--- src/rtl/shsc_pkg.sv ---
/*
 Shared constants and the command frame type of the switch control block.
 Assumes one 25 MHz system clock and an 8-bit serial frame, MSB first.
*/
package shsc_pkg;
   // ==========================================================
   // Frame and channel sizes
   localparam int FRAME_BITS = 8;
   localparam int CH_NUM = 5;
   localparam logic [3:0] FRAME_BITS_CNT = 4'h8;

   // ==========================================================
   // Bank 1 register addresses
   localparam logic [1:0] ADDR_HW_CONFIG = 2'b10;
   localparam logic [1:0] ADDR_INPUT_COMB = 2'b01;
   localparam logic [1:0] ADDR_SENSE_SEL = 2'b11;

   // ==========================================================
   // Field positions
   localparam int HW_RESET_CMD_BIT = 1;
   localparam int HW_STANDBY_BIT = 1;
   localparam int HW_CONTROL_BIT = 0;
   localparam int COMB_MODE_BIT = 3;

   // ==========================================================
   // Reset values
   localparam logic [4:0] OUT_RST = 5'h00;
   localparam logic CONTROL_RST = 1'b0;
   localparam logic COMB_MODE_RST = 1'b0;
   localparam logic [2:0] SENSE_SEL_RST = 3'h7;

   // ==========================================================
   // Command frame as received: direction, bank, address, data
   typedef struct packed {
      logic wr;
      logic rb;
      logic [1:0] addr;
      logic [3:0] data;
   } shsc_frame_t;
endpackage

--- src/rtl/shsc_top.sv ---
/*
 Serial-controlled register bank and input switch matrix of a five-channel
 high-side switch. Assumes all pins are synchronous to CLK_SYS_I and that
 the serial clock runs well below a quarter of the system clock.
*/
// Behaviour
// - A frame is direction, bank, two address bits and data; bank 1 address 10 is the hardware configuration register whose bits 3 and 2 are written as 0.
// - Writing 1 to bit 1 of the hardware configuration register fires the reset command; 0 keeps normal operation.
// - Reading the hardware configuration register gives stand-by in bit 1, the control bit in bit 0 and 0 in bit 3.
// - There are five channels, each with its own input pin and its own output register bit.
// - Each channel can be switched on by its pin or by its register bit as the combination mode allows.
// - With combination mode 0 a channel is on when its register bit or its pin is high.
// - With combination mode 1 a channel is on only while both its register bit and its pin are high.
// - An open input pin counts as low and never switches a channel on alone.
// - The reset command restores all register bits and flags like power-on reset; the channel flops are not reset but follow the cleared register bits and the pins.
// - The first transfer after any reset returns the output register with the transmission error flag set.
// - Stand-by is entered while the current sense select is 111, clearing thermal latches and setting stand-by status.
`timescale 1ns/10ps
`default_nettype none
module shsc_top (
   // Clock and reset
   input wire logic CLK_SYS_I,
   input wire logic RESETN_I,
   // Serial port
   input wire logic SPI_CSN_I,
   input wire logic SPI_SCLK_I,
   input wire logic SPI_SI_I,
   output logic SPI_SO_O,
   output logic SPI_SO_OEN_O,
   // Channels
   input wire logic [shsc_pkg::CH_NUM-1:0] CH_IN_I,
   output logic [shsc_pkg::CH_NUM-1:0] CH_OUT_O,
   // Status
   output logic STANDBY_O,
   output logic CONTROL_BIT_O,
   output logic THERM_CLR_O
);
   // ==========================================================
   // Serial edge detection
   logic csn_q;
   logic sclk_q;
   logic [7:0] rx_q;
   logic [3:0] cnt_q;
   logic [7:0] tx_q;
   logic oen_q;
   logic cs_fall;
   logic cs_rise;
   logic sck_rise;
   logic sck_fall;

   assign cs_fall = csn_q & ~SPI_CSN_I;
   assign cs_rise = ~csn_q & SPI_CSN_I;
   assign sck_rise = ~sclk_q & SPI_SCLK_I & ~SPI_CSN_I;
   assign sck_fall = sclk_q & ~SPI_SCLK_I & ~SPI_CSN_I;

   always_ff @(posedge CLK_SYS_I) begin
      if (!RESETN_I) begin
         csn_q <= 1'b1;
         sclk_q <= 1'b0;
      end else begin
         csn_q <= SPI_CSN_I;
         sclk_q <= SPI_SCLK_I;
      end
   end

   // ==========================================================
   // Frame decode
   shsc_pkg::shsc_frame_t frame;
   logic frame_ok;
   logic wr_ok;
   logic hw_wr;
   logic hw_bad;
   logic soft_rst;
   logic clr;

   assign frame = shsc_pkg::shsc_frame_t'(rx_q);
   assign frame_ok = cs_rise && (cnt_q == shsc_pkg::FRAME_BITS_CNT);
   assign wr_ok = frame_ok & frame.wr;
   // Writes with bits 3..2 set are refused, not half executed
   assign hw_wr = wr_ok & frame.rb & (frame.addr == shsc_pkg::ADDR_HW_CONFIG);
   assign hw_bad = hw_wr & (frame.data[3:2] != 2'b00);
   assign soft_rst = hw_wr & ~hw_bad & frame.data[shsc_pkg::HW_RESET_CMD_BIT];
   assign clr = !RESETN_I | soft_rst;

   always_ff @(posedge CLK_SYS_I) begin
      if (!RESETN_I || cs_fall) begin
         rx_q <= 8'h00;
         cnt_q <= 4'h0;
      end else if (sck_rise) begin
         rx_q <= {rx_q[6:0], SPI_SI_I};
         // Saturate so overlong frames stay detectable
         if (cnt_q != 4'hf) begin
            cnt_q <= cnt_q + 4'h1;
         end
      end
   end

   // ==========================================================
   // Registers
   logic [shsc_pkg::CH_NUM-1:0] out_q;
   logic comb_q;
   logic ctl_q;
   logic [2:0] sense_q;
   logic standby_q;
   logic therm_clr_q;
   logic ter_q;
   logic sel_rb_q;
   logic [1:0] sel_addr_q;

   always_ff @(posedge CLK_SYS_I) begin
      if (clr) begin
         out_q <= shsc_pkg::OUT_RST;
      end else if (wr_ok && !frame.rb) begin
         // Bit 5 of the frame is written as 0 and not stored
         out_q <= {frame.addr[0], frame.data};
      end
   end

   always_ff @(posedge CLK_SYS_I) begin
      if (clr) begin
         comb_q <= shsc_pkg::COMB_MODE_RST;
      end else if (wr_ok && frame.rb && frame.addr == shsc_pkg::ADDR_INPUT_COMB) begin
         comb_q <= frame.data[shsc_pkg::COMB_MODE_BIT];
      end
   end

   always_ff @(posedge CLK_SYS_I) begin
      if (clr) begin
         ctl_q <= shsc_pkg::CONTROL_RST;
      end else if (hw_wr && !hw_bad) begin
         ctl_q <= frame.data[shsc_pkg::HW_CONTROL_BIT];
      end
   end

   always_ff @(posedge CLK_SYS_I) begin
      if (clr) begin
         sense_q <= shsc_pkg::SENSE_SEL_RST;
      end else if (wr_ok && frame.rb && frame.addr == shsc_pkg::ADDR_SENSE_SEL) begin
         sense_q <= frame.data[2:0];
      end
   end

   // Stand-by follows the select field; latch clear pulses on entry
   always_ff @(posedge CLK_SYS_I) begin
      if (!RESETN_I) begin
         standby_q <= 1'b1;
         therm_clr_q <= 1'b0;
      end else begin
         standby_q <= (sense_q == shsc_pkg::SENSE_SEL_RST);
         therm_clr_q <= (sense_q == shsc_pkg::SENSE_SEL_RST) & ~standby_q;
      end
   end

   // Error flag: set wins over the clear at frame end
   always_ff @(posedge CLK_SYS_I) begin
      if (clr) begin
         ter_q <= 1'b1;
      end else if (cs_rise) begin
         ter_q <= ~frame_ok | hw_bad;
      end
   end

   always_ff @(posedge CLK_SYS_I) begin
      if (clr) begin
         sel_rb_q <= 1'b0;
         sel_addr_q <= 2'b00;
      end else if (frame_ok) begin
         sel_rb_q <= frame.rb;
         sel_addr_q <= frame.addr;
      end
   end

   // ==========================================================
   // Answer word for the next frame
   function automatic logic [7:0] answer(input logic rb, input logic [1:0] addr);
      logic [3:0] d;
      d = 4'h0;
      unique case (addr)
         shsc_pkg::ADDR_HW_CONFIG: d = {2'b00, standby_q, ctl_q};
         shsc_pkg::ADDR_INPUT_COMB: d = {comb_q, 3'b000};
         shsc_pkg::ADDR_SENSE_SEL: d = {1'b0, sense_q};
         default: d = 4'h0;
      endcase
      if (rb) begin
         answer = {ter_q, 1'b1, addr, d};
      end else begin
         answer = {ter_q, 2'b00, out_q};
      end
   endfunction

   always_ff @(posedge CLK_SYS_I) begin
      if (!RESETN_I) begin
         tx_q <= 8'h00;
         oen_q <= 1'b1;
      end else begin
         oen_q <= SPI_CSN_I;
         if (cs_fall) begin
            tx_q <= answer(sel_rb_q, sel_addr_q);
         end else if (sck_fall) begin
            tx_q <= {tx_q[6:0], 1'b0};
         end
      end
   end

   // ==========================================================
   // Input switch matrix; not touched by the reset command
   logic [shsc_pkg::CH_NUM-1:0] ch_q;

   always_ff @(posedge CLK_SYS_I) begin
      if (!RESETN_I) begin
         ch_q <= '0;
      end else if (comb_q) begin
         ch_q <= out_q & CH_IN_I;
      end else begin
         // Open pins are pulled low outside, so a low pin adds nothing
         ch_q <= out_q | CH_IN_I;
      end
   end

   assign CH_OUT_O = ch_q;
   assign SPI_SO_O = tx_q[7];
   assign SPI_SO_OEN_O = oen_q;
   assign STANDBY_O = standby_q;
   assign CONTROL_BIT_O = ctl_q;
   assign THERM_CLR_O = therm_clr_q;
endmodule
`default_nettype wire

--- config.mk ---
export PLATFORM = sky130hd
export DESIGN_NAME = shsc_top
export DESIGN_NICKNAME = d
export VERILOG_FILES = /design/src/rtl/shsc_pkg.sv /design/src/rtl/shsc_top.sv
export SDC_FILE = /design/constraint.sdc
export NUM_CORES = 1
export LEC_CHECK = 0
export BUFFER_PORTS_ARGS = -buffer_cell sky130_fd_sc_hd__buf_2
export CORE_MARGIN = 5
export CORE_UTILIZATION = 35
export CTS_CLUSTER_SIZE = 40
export DETAILED_ROUTE_END_ITERATION = 10
export HOLD_SLACK_MARGIN = 0.05
export PLACE_DENSITY = 0.52
export SLEW_MARGIN = 40
export SYNTH_ARGS = -nofsm -noshare
export SYNTH_HDL_FRONTEND = slang
export SYNTH_SLANG_ARGS = --single-unit
--- constraint.sdc ---
create_clock -name CLK_SYS_I -period 2.05 [get_ports CLK_SYS_I]
set_clock_uncertainty 0.15 [all_clocks]
set_input_delay 0.205 -clock CLK_SYS_I [delete_from_list [all_inputs] [get_ports CLK_SYS_I]]
set_output_delay 0.205 -clock CLK_SYS_I [all_outputs]
set_load 0.05 [all_outputs]
### Yosys cells after proc, flatten, opt, wreduce, memory -nomap -nowiden

Cells that the tools add are included.

| word-level totals | value |
|---|---|
| flip-flop bits (word level) | 43 |
| bits in writable memories | 0 |
| bits of input ports | 10 |
| word-level logic and storage cells | 67 |
| ROM bits | 0 |
| bits in latches | 0 |
| memories kept | 0 |

| cells by class | value |
|---|---|
| add/sub/neg operators | 1 |
| bitwise logic cells | 24 |
| reductions and logical operators | 13 |
| multiplexer cells | 5 |
| div/mod/pow operators | 0 |
| $mul | 0 |
| equal/unequal tests | 9 |
| order comparisons | 0 |
| shift-type cells | 0 |

Operator list:

| operator | number |
|---|---|
| 8-bit two-way mux | 2 |
| 1-bit AND | 13 |
| 4-bit case mux with 3 select lines | 1 |
| 2-bit equality test (second input constant) | 4 |
| 7-bit two-way mux | 1 |
| 1-bit NOT | 7 |
| 1-bit logical AND | 6 |
| 5-bit AND | 1 |
| 5-bit two-way mux | 1 |
| 5-bit bitwise OR | 1 |
| 4-bit by 1-bit adder with 4-bit output (second input constant) | 1 |
| 2-bit by 1-bit equality test with 1-bit output (second input constant) | 2 |
| 4-bit equality test (second input constant) | 1 |
| 4-bit inequality test (second input constant) | 1 |
| 2-bit nonzero test | 2 |
| 3-bit equality test (second input constant) | 1 |
| 1-bit zero test | 3 |
| 1-bit bitwise OR | 2 |
| 2-bit AND reduction | 1 |
| 1-bit logical OR | 1 |

### Longest topological paths before layout

Gate-level depths: netlist of run 1.

| logic depth | value |
|---|---|
| depth after elaboration | 11 |
| gate-level depth with buffers | 7 |
| mapped depth without buffers | 5 |

### Worst setup path before layout of run 1

Ideal clock, no wire load.

| path | value |
|---|---|
| path type | reg-to-reg |
| from | reg, netlist name SPI_SO_OEN_O |
| to | reg ctl_q (netlist: CONTROL_BIT_O) |
| arrival time | 1670 ps |
| buffers on the path | 1 |
| clock period less this slack | 1940 ps |
| path slack | 110 ps |
| setup time | 119 ps |
| stages on the path, launching flop included | 6 |
| data required time | 1781 ps |
| cell sequence | dfxtp_1 > and4bb_1 > buf_4 > nand2_4 > or4b_4 > mux2i_1 |

RTL lines:

| what | line | source |
|---|---|---|
| end signal: assignment | shsc_top.sv:129 | `ctl_q <= shsc_pkg::CONTROL_RST;` |
| end signal: assignment | shsc_top.sv:131 | `ctl_q <= frame.data[shsc_pkg::HW_CONTROL_BIT];` |
| end: declaration | shsc_top.sv:102 | `logic ctl_q;` |

### Final worst setup path of run 1

| path | value |
|---|---|
| from | in SPI_CSN_I |
| to | reg ctl_q (netlist: CONTROL_BIT_O) |

| between the ends | value |
|---|---|
| word-level cells in the longest chain between the ends | 10 |
| elaborated cells on any way between the ends | 12 |
| those cells by class | bitwise (9); reduce/logical (3) |

Ends and longest elaborated chain:

| what | line | source |
|---|---|---|
| start: declaration | shsc_top.sv:25 | `input wire logic SPI_CSN_I,` |
| 1-bit AND (*) | shsc_top.sv:52 | `assign cs_rise = ~csn_q & SPI_CSN_I;` |
| 1-bit logical AND (*) | shsc_top.sv:77 | `assign frame_ok = cs_rise && (cnt_q == shsc_pkg::FRAME_BITS_CNT);` |
| 1-bit AND (*) | shsc_top.sv:78 | `assign wr_ok = frame_ok & frame.wr;` |
| 1-bit AND (*) (2 in series) | shsc_top.sv:80 | `assign hw_wr = wr_ok & frame.rb & (frame.addr == shsc_pkg::ADDR_HW_CONFIG);` |
| 1-bit AND | shsc_top.sv:81 | `assign hw_bad = hw_wr & (frame.data[3:2] != 2'b00);` |
| 1-bit NOT | shsc_top.sv:82 | `assign soft_rst = hw_wr & ~hw_bad & frame.data[shsc_pkg::HW_RESET_CMD_BIT];` |
| 1-bit AND (2 in series) | shsc_top.sv:82 |  |
| 1-bit bitwise OR | shsc_top.sv:83 | `assign clr = !RESETN_I \| soft_rst;` |

Every way passes the cells marked *; elsewhere a longest branch is shown, timed or not.
A chain may end at the register's enable or synchronous reset.

==> impl_metrics.ini, run 1 <==
[logic_synthesis]
seq_area_frac_synth_pct = 45.7
synthArstFlopShare_pct = 0
synth_top_cell_by_area = dfxtp_1
yosys.area_share.adder_pct = 1.33
yosysWarnings = 0
synth_area_leaders = dfxtp_1 46%, nand2_1 8.8%, mux2i_1 8.0%
syn-num-nets = 233
synth_cell_types = 35
synth_ff_type = dfxtp_1
muxShareOfSynthArea_pct = 7.96
synth_top_family_by_area = simple AND/OR/NAND/NOR gates
yosysMostFrequentCell = nand2_1
synth_common_cells = 44 x nand2_1, 43 x dfxtp_1, 18 x nor2_1
synth_xor_area_share_pct = 0.464
syn_area_um2 = 1890
avgSynthCellArea_um2 = 8.53
synth_cells = 221
synth_edf_count = 0
netlist.area_leader.share_pct = 45.7
synth_compound_area_share_pct = 11.8
synth-simple-area-share_pct = 28.1
ys_ff_latch = 43

[sta]
rsz0062_at_grt = no
worst_slack_ns = 0.0797
worst_slew_pin_slew_ns = 0.410
fmax_ghz = 0.508
timing_hold_violations_final = 0
fin_crit_sh_pct = 96.1
maxSlewHeadroom_pct = 72.6
drv_slew = 0
fin_tns_setup_ns = 0
setup_viol = 0
min_period_ns = 1.97

[power_and_ir_drop]
power_mw = 1.53
vdd_drop_max_mv = 0.319
p_leak_nw = 0.847
p_per_area_nw_per_um2 = 705

[grt]
antenna_found_initial = 0
grt_start_max_net_pins = 22
grt_use_met3_pct = 2.57
overflow = 0
grt-busiest-layer = met2
grtUsageMet2_pct = 17.9
grt_pass1_vias = 1389
grt_util_met1_pct = 16.4
grt_pass1_wl_um = 6840
track_usage_pct = 12.0

[floorplanning]
die_w_um = 83.4
num_io_pins = 20
floorplan.initialDensity_pct = 36.5
die_y_um = 83.4
rows = 26
core-area_um2 = 5170
fp.dieArea_um2 = 6960

[final_layout]
fillers = 532
layout-drive-gt1-share_pct = 14.3
stdcell_count = 314
layout.nets = 255
syn_to_final_growth_pct = 14.7
antenna_cells = 0
fin_area_um2 = 2160
regArea_um2 = 861
multi_input_area_um2 = 937

[worst_setup_path]
rrSetupSlack_ns = 0.27
start_kind = primary input
worstPathRequired_ns = 2.09
cp_max_fo = 8
worst_ep_arrival_time_ns = 2.01
endpoint_kind = register
critPathKind = primary input to register

[clocking]
root_buffer = clkbuf_8
insertion_delay_ns = 0.30
h-tree-depth = 2
cts.sinks = 43
clockBufferDepth = 2
cts_tree = built
cts_made_buffers = 5
cts.reportedPaths.clkPinSlew_ns = 0.09

[placed_design]
port_buffers = 19
postPlaceCellArea_um2 = 2050
dpl.hpwl_um = 2790
place.gp.congestion = 0.753
placed_cells = 303
dpl_worst_slack_ns = 0.215

[route]
routedWlPerCell_um = 12.7
firstDrtPassIters = 4
via_count = 1486
drtAntennaViolNets = 0
drt-initial-drc-count = 61
drt_wl_total_um = 4000
drc = 0
viasPerCell = 4.73

[run]
drv_cap = 0

[min_path]
hp-class = primary input to register

[run_status]
status = complete, no violations
==> worst max-delay path, stage by stage <==
cell,delay [ns]
dlygate4sd3_1,0.53
buf_2,0.17
and4bb_2,0.35
nand2_4,0.10
or4b_4,0.53
mux2i_1,0.13
==> power breakdown <==
part	internal (mW)	switching, mW
Sequential	0.851	0.00830
Clock	0.238	0.299
Combinational	0.0472	0.0821
==> cells by family after synthesis <==
| logic type | count (synthesis) |
|---|---|
| compound gates | 33 |
| buf+inv | 20 |
| simple gates | 107 |
| flops | 43 |
| xor+xnor | 1 |
| fa+ha+maj | 2 |
| mux | 15 |
==> state kept, by name (all words and copies together) (netlist names), 2 cells and up <==
register / count
CH_OUT_O: 5
cnt_q: 4
frame: 8
out_q: 5
sel_addr_q: 2
sense_q: 3
tx_q: 8
==> routing by layer <==
layer / wire length, µm / part of all wire, %
met4: 89 / 2.2
met2: 1720 / 43
met5: 0 / 0
met1: 2070 / 52
met3: 114 / 2.9
==> timing repair <==
item	in CTS	in global routing
resized for setup	0	1
buffers inserted	0	0
setup endpoints to repair	0	10
hold endpoints to repair	3	0
hold buffers	3	0
==> final timing paths <==
kind                 from             to  depth (start not counted)
max             SPI_CSN_I  CONTROL_BIT_O                          6
min            CH_IN_I[0]    CH_OUT_O[0]                          4
max reg2reg  SPI_SO_OEN_O  CONTROL_BIT_O                          4
min reg2reg         ter_q        tx_q[7]                          2
==> placed cells by master (no fill, tap or decap), types with 3 or more instances in the layout <==
cell           count
and2_1             7
mux2i_1           15
dfxtp_1           43
nor3_1             3
dlygate4sd3_1      3
a211o_1            3
nor3b_1            3
nand2b_1           4
clkbuf_8           5
o21ai_0            6
buf_4              5
nand3_1           10
a21oi_1           14
nor2b_1            3
buf_2             19
and3_1             6
nor2_1            18
inv_1              8
nand2_1           44
==> through the flow <==
step	util (%)	hold WS, ns
after floorplan	-	0.156
after global placement	39.6	0.298
after detailed placement	39.6	0.302
after CTS	41.8	0.0645
after global routing	41.8	0.113
final	41.8	0.0727
==> cell type report <==
| cell class | instances | area share (%) |
|---|---|---|
| Inverter | 8 | 1.39 |
| Tap cell | 70 | 4.05 |
| Sequential cell | 43 | 39.8 |
| Clock buffer | 6 | 3.35 |
| Clock inverter | 2 | 0.578 |
| Timing Repair Buffer | 27 | 7.52 |
| Multi-Input combinational cell | 158 | 43.3 |
Power figures use the tool's default switching activity.
==> inputs of run 2 (changes only) <==
ABC_CLOCK_PERIOD_IN_PS = 2050   (was not set)
PLACE_DENSITY = 0.53   (was 0.52)
==> impl_metrics.ini, run 2 (synthesized netlist as in run 1, its figures left out) <==
[run_status]
status = complete, no violations

[worst_setup_path]
worstPathRequired_ns = 2.09
worst_ep_arrival_time_ns = 2.01
path_buf_inv = 2
rrSetupSlack_ns = 0.26
endpoint_kind = register
critPathKind = primary input to register
start_kind = primary input
crit_chain = dlygate4sd3_1, buf_2, and4bb_2, nand2_4, or4b_4, mux2i_1
cpMaxStageDelayCell = or4b_4
crit_family = simple AND/OR/NAND/NOR gates
max_stage_delay_ns = 0.53
cp_max_fo = 8

[sta]
maxSlewHeadroom_pct = 72.9
fin_crit_sh_pct = 96.0
min_period_ns = 1.97
fin_tns_setup_ns = 0
setup_viol = 0
timing_hold_violations_final = 0
rsz0062_at_grt = no
fmax_ghz = 0.508
worst_slew_pin_slew_ns = 0.405
drv_slew = 0

[route]
viasPerCell = 4.74
drt-initial-drc-count = 93
via_count = 1488
firstDrtPassIters = 4
drc = 0
routedWlPerCell_um = 12.3
drtAntennaViolNets = 0
drt_wl_total_um = 3870

[final_layout]
fillers = 526
layout.nets = 255
layout-drive-gt1-share_pct = 14.8
final_cell_mix = 44 x nand2_1, 43 x dfxtp_1, 19 x buf_2
final_common_cell = nand2_1
fin_area_um2 = 2190
antenna_cells = 0
syn_to_final_growth_pct = 16.2

[grt]
grtUsageMet2_pct = 17.6
antenna_found_initial = 0
grt_use_met3_pct = 3.07
grt_pass1_vias = 1384
track_usage_pct = 11.6
grt_util_met1_pct = 15.9
grt-busiest-layer = met2
grt_start_max_net_pins = 22
grt_pass1_wl_um = 6630
overflow = 0

[floorplanning]
core-area_um2 = 5170
die_w_um = 83.4
floorplan.initialDensity_pct = 36.5
fp.dieArea_um2 = 6960
rows = 26
num_io_pins = 20
die_y_um = 83.4

[placed_design]
place.gp.congestion = 0.752
dpl.hpwl_um = 2780
port_buffers = 19
postPlaceCellArea_um2 = 2050

[clocking]
clockBufferDepth = 2
insertion_delay_ns = 0.29
cts_made_buffers = 5
root_buffer = clkbuf_8
h-tree-depth = 2
post_cts.repair.setup_buffers = 0
cts.reportedPaths.clkPinSlew_ns = 0.09
cts.sinks = 43
cts_tree = built

[power_and_ir_drop]
power_mw = 1.65
p_per_area_nw_per_um2 = 752
p_leak_nw = 0.864
vdd_drop_max_mv = 0.356

[min_path]
hp-class = primary input to register

[run]
drv_cap = 0
-- run 2: cell count changes in the layout (fill, tap and decap cells not counted) --
| cell | before | now |
|---|---|---|
| bufinv_16 | 0 | 1 |
| clkinv_4 | 0 | 1 |
| clkbuf_1 | 1 | 0 |
| clkinvlp_4 | 1 | 0 |
-- run 2: per-layer routing --
metal	vias up	part of all wire (%)
met2	20	45
met1	674	51
met4	0	0.78
li1	792	-
met5	-	0
met3	2	3.0
-- run 2: tightest hold or removal path, stage by stage --
cell     delay [ns]
buf_2          0.09
nand2_1        0.04
o21ai_0        0.06
and2_1         0.11
-- run 2: worst paths after layout --
| path | from | to | depth (start not counted) |
|---|---|---|---|
| worst max-delay path | SPI_CSN_I | CONTROL_BIT_O | 6 |
| worst max register to register | SPI_SO_OEN_O | CONTROL_BIT_O | 4 |
| worst min register to register | STANDBY_O | THERM_CLR_O | 1 |
| worst min-delay path | CH_IN_I[2] | CH_OUT_O[2] | 4 |
-- run 2: stage by stage --
stage / hold WS [ns] / setup slack (ns) / instances / util (%)
finish: 0.0808 / 0.0825 / 314 / 42.4
floorplan: 0.156 / 0.110 / 221 / -
global placement: 0.297 / 0.251 / 303 / 39.6
detailed placement: 0.300 / 0.203 / 303 / 39.6
global route: 0.0889 / 0.0241 / 314 / 42.4
CTS: 0.0685 / 0.0557 / 314 / 42.4
-- run 2: what timing repair did --
| action | in CTS | in global routing |
|---|---|---|
| setup endpoints to repair | 0 | 11 |
| endpoints found under the hold margin | 3 | 0 |
| hold buffers | 3 | 0 |
| gates resized for setup | 0 | 1 |
-- run 2: report_power, final --
part	total [mW]	switching (mW)	internal (mW)	leakage, nW
clock network	0.659	0.296	0.363	0.0581
logic	0.129	0.0817	0.0472	0.456
registers	0.860	0.00861	0.851	0.350
-- run 2: layout make-up --
| cell class | count | area, µm² | share of cell area [%] |
|---|---|---|---|
| Multi-Input combinational cell | 158 | 937 | 42.8 |
| Sequential cell | 43 | 861 | 39.3 |
| Timing Repair Buffer | 27 | 163 | 7.42 |
| Tap cell | 70 | 87.6 | 4.00 |
| Clock buffer | 5 | 68.8 | 3.14 |
| Clock inverter | 3 | 43.8 | 2.00 |
| Inverter | 8 | 30.0 | 1.37 |
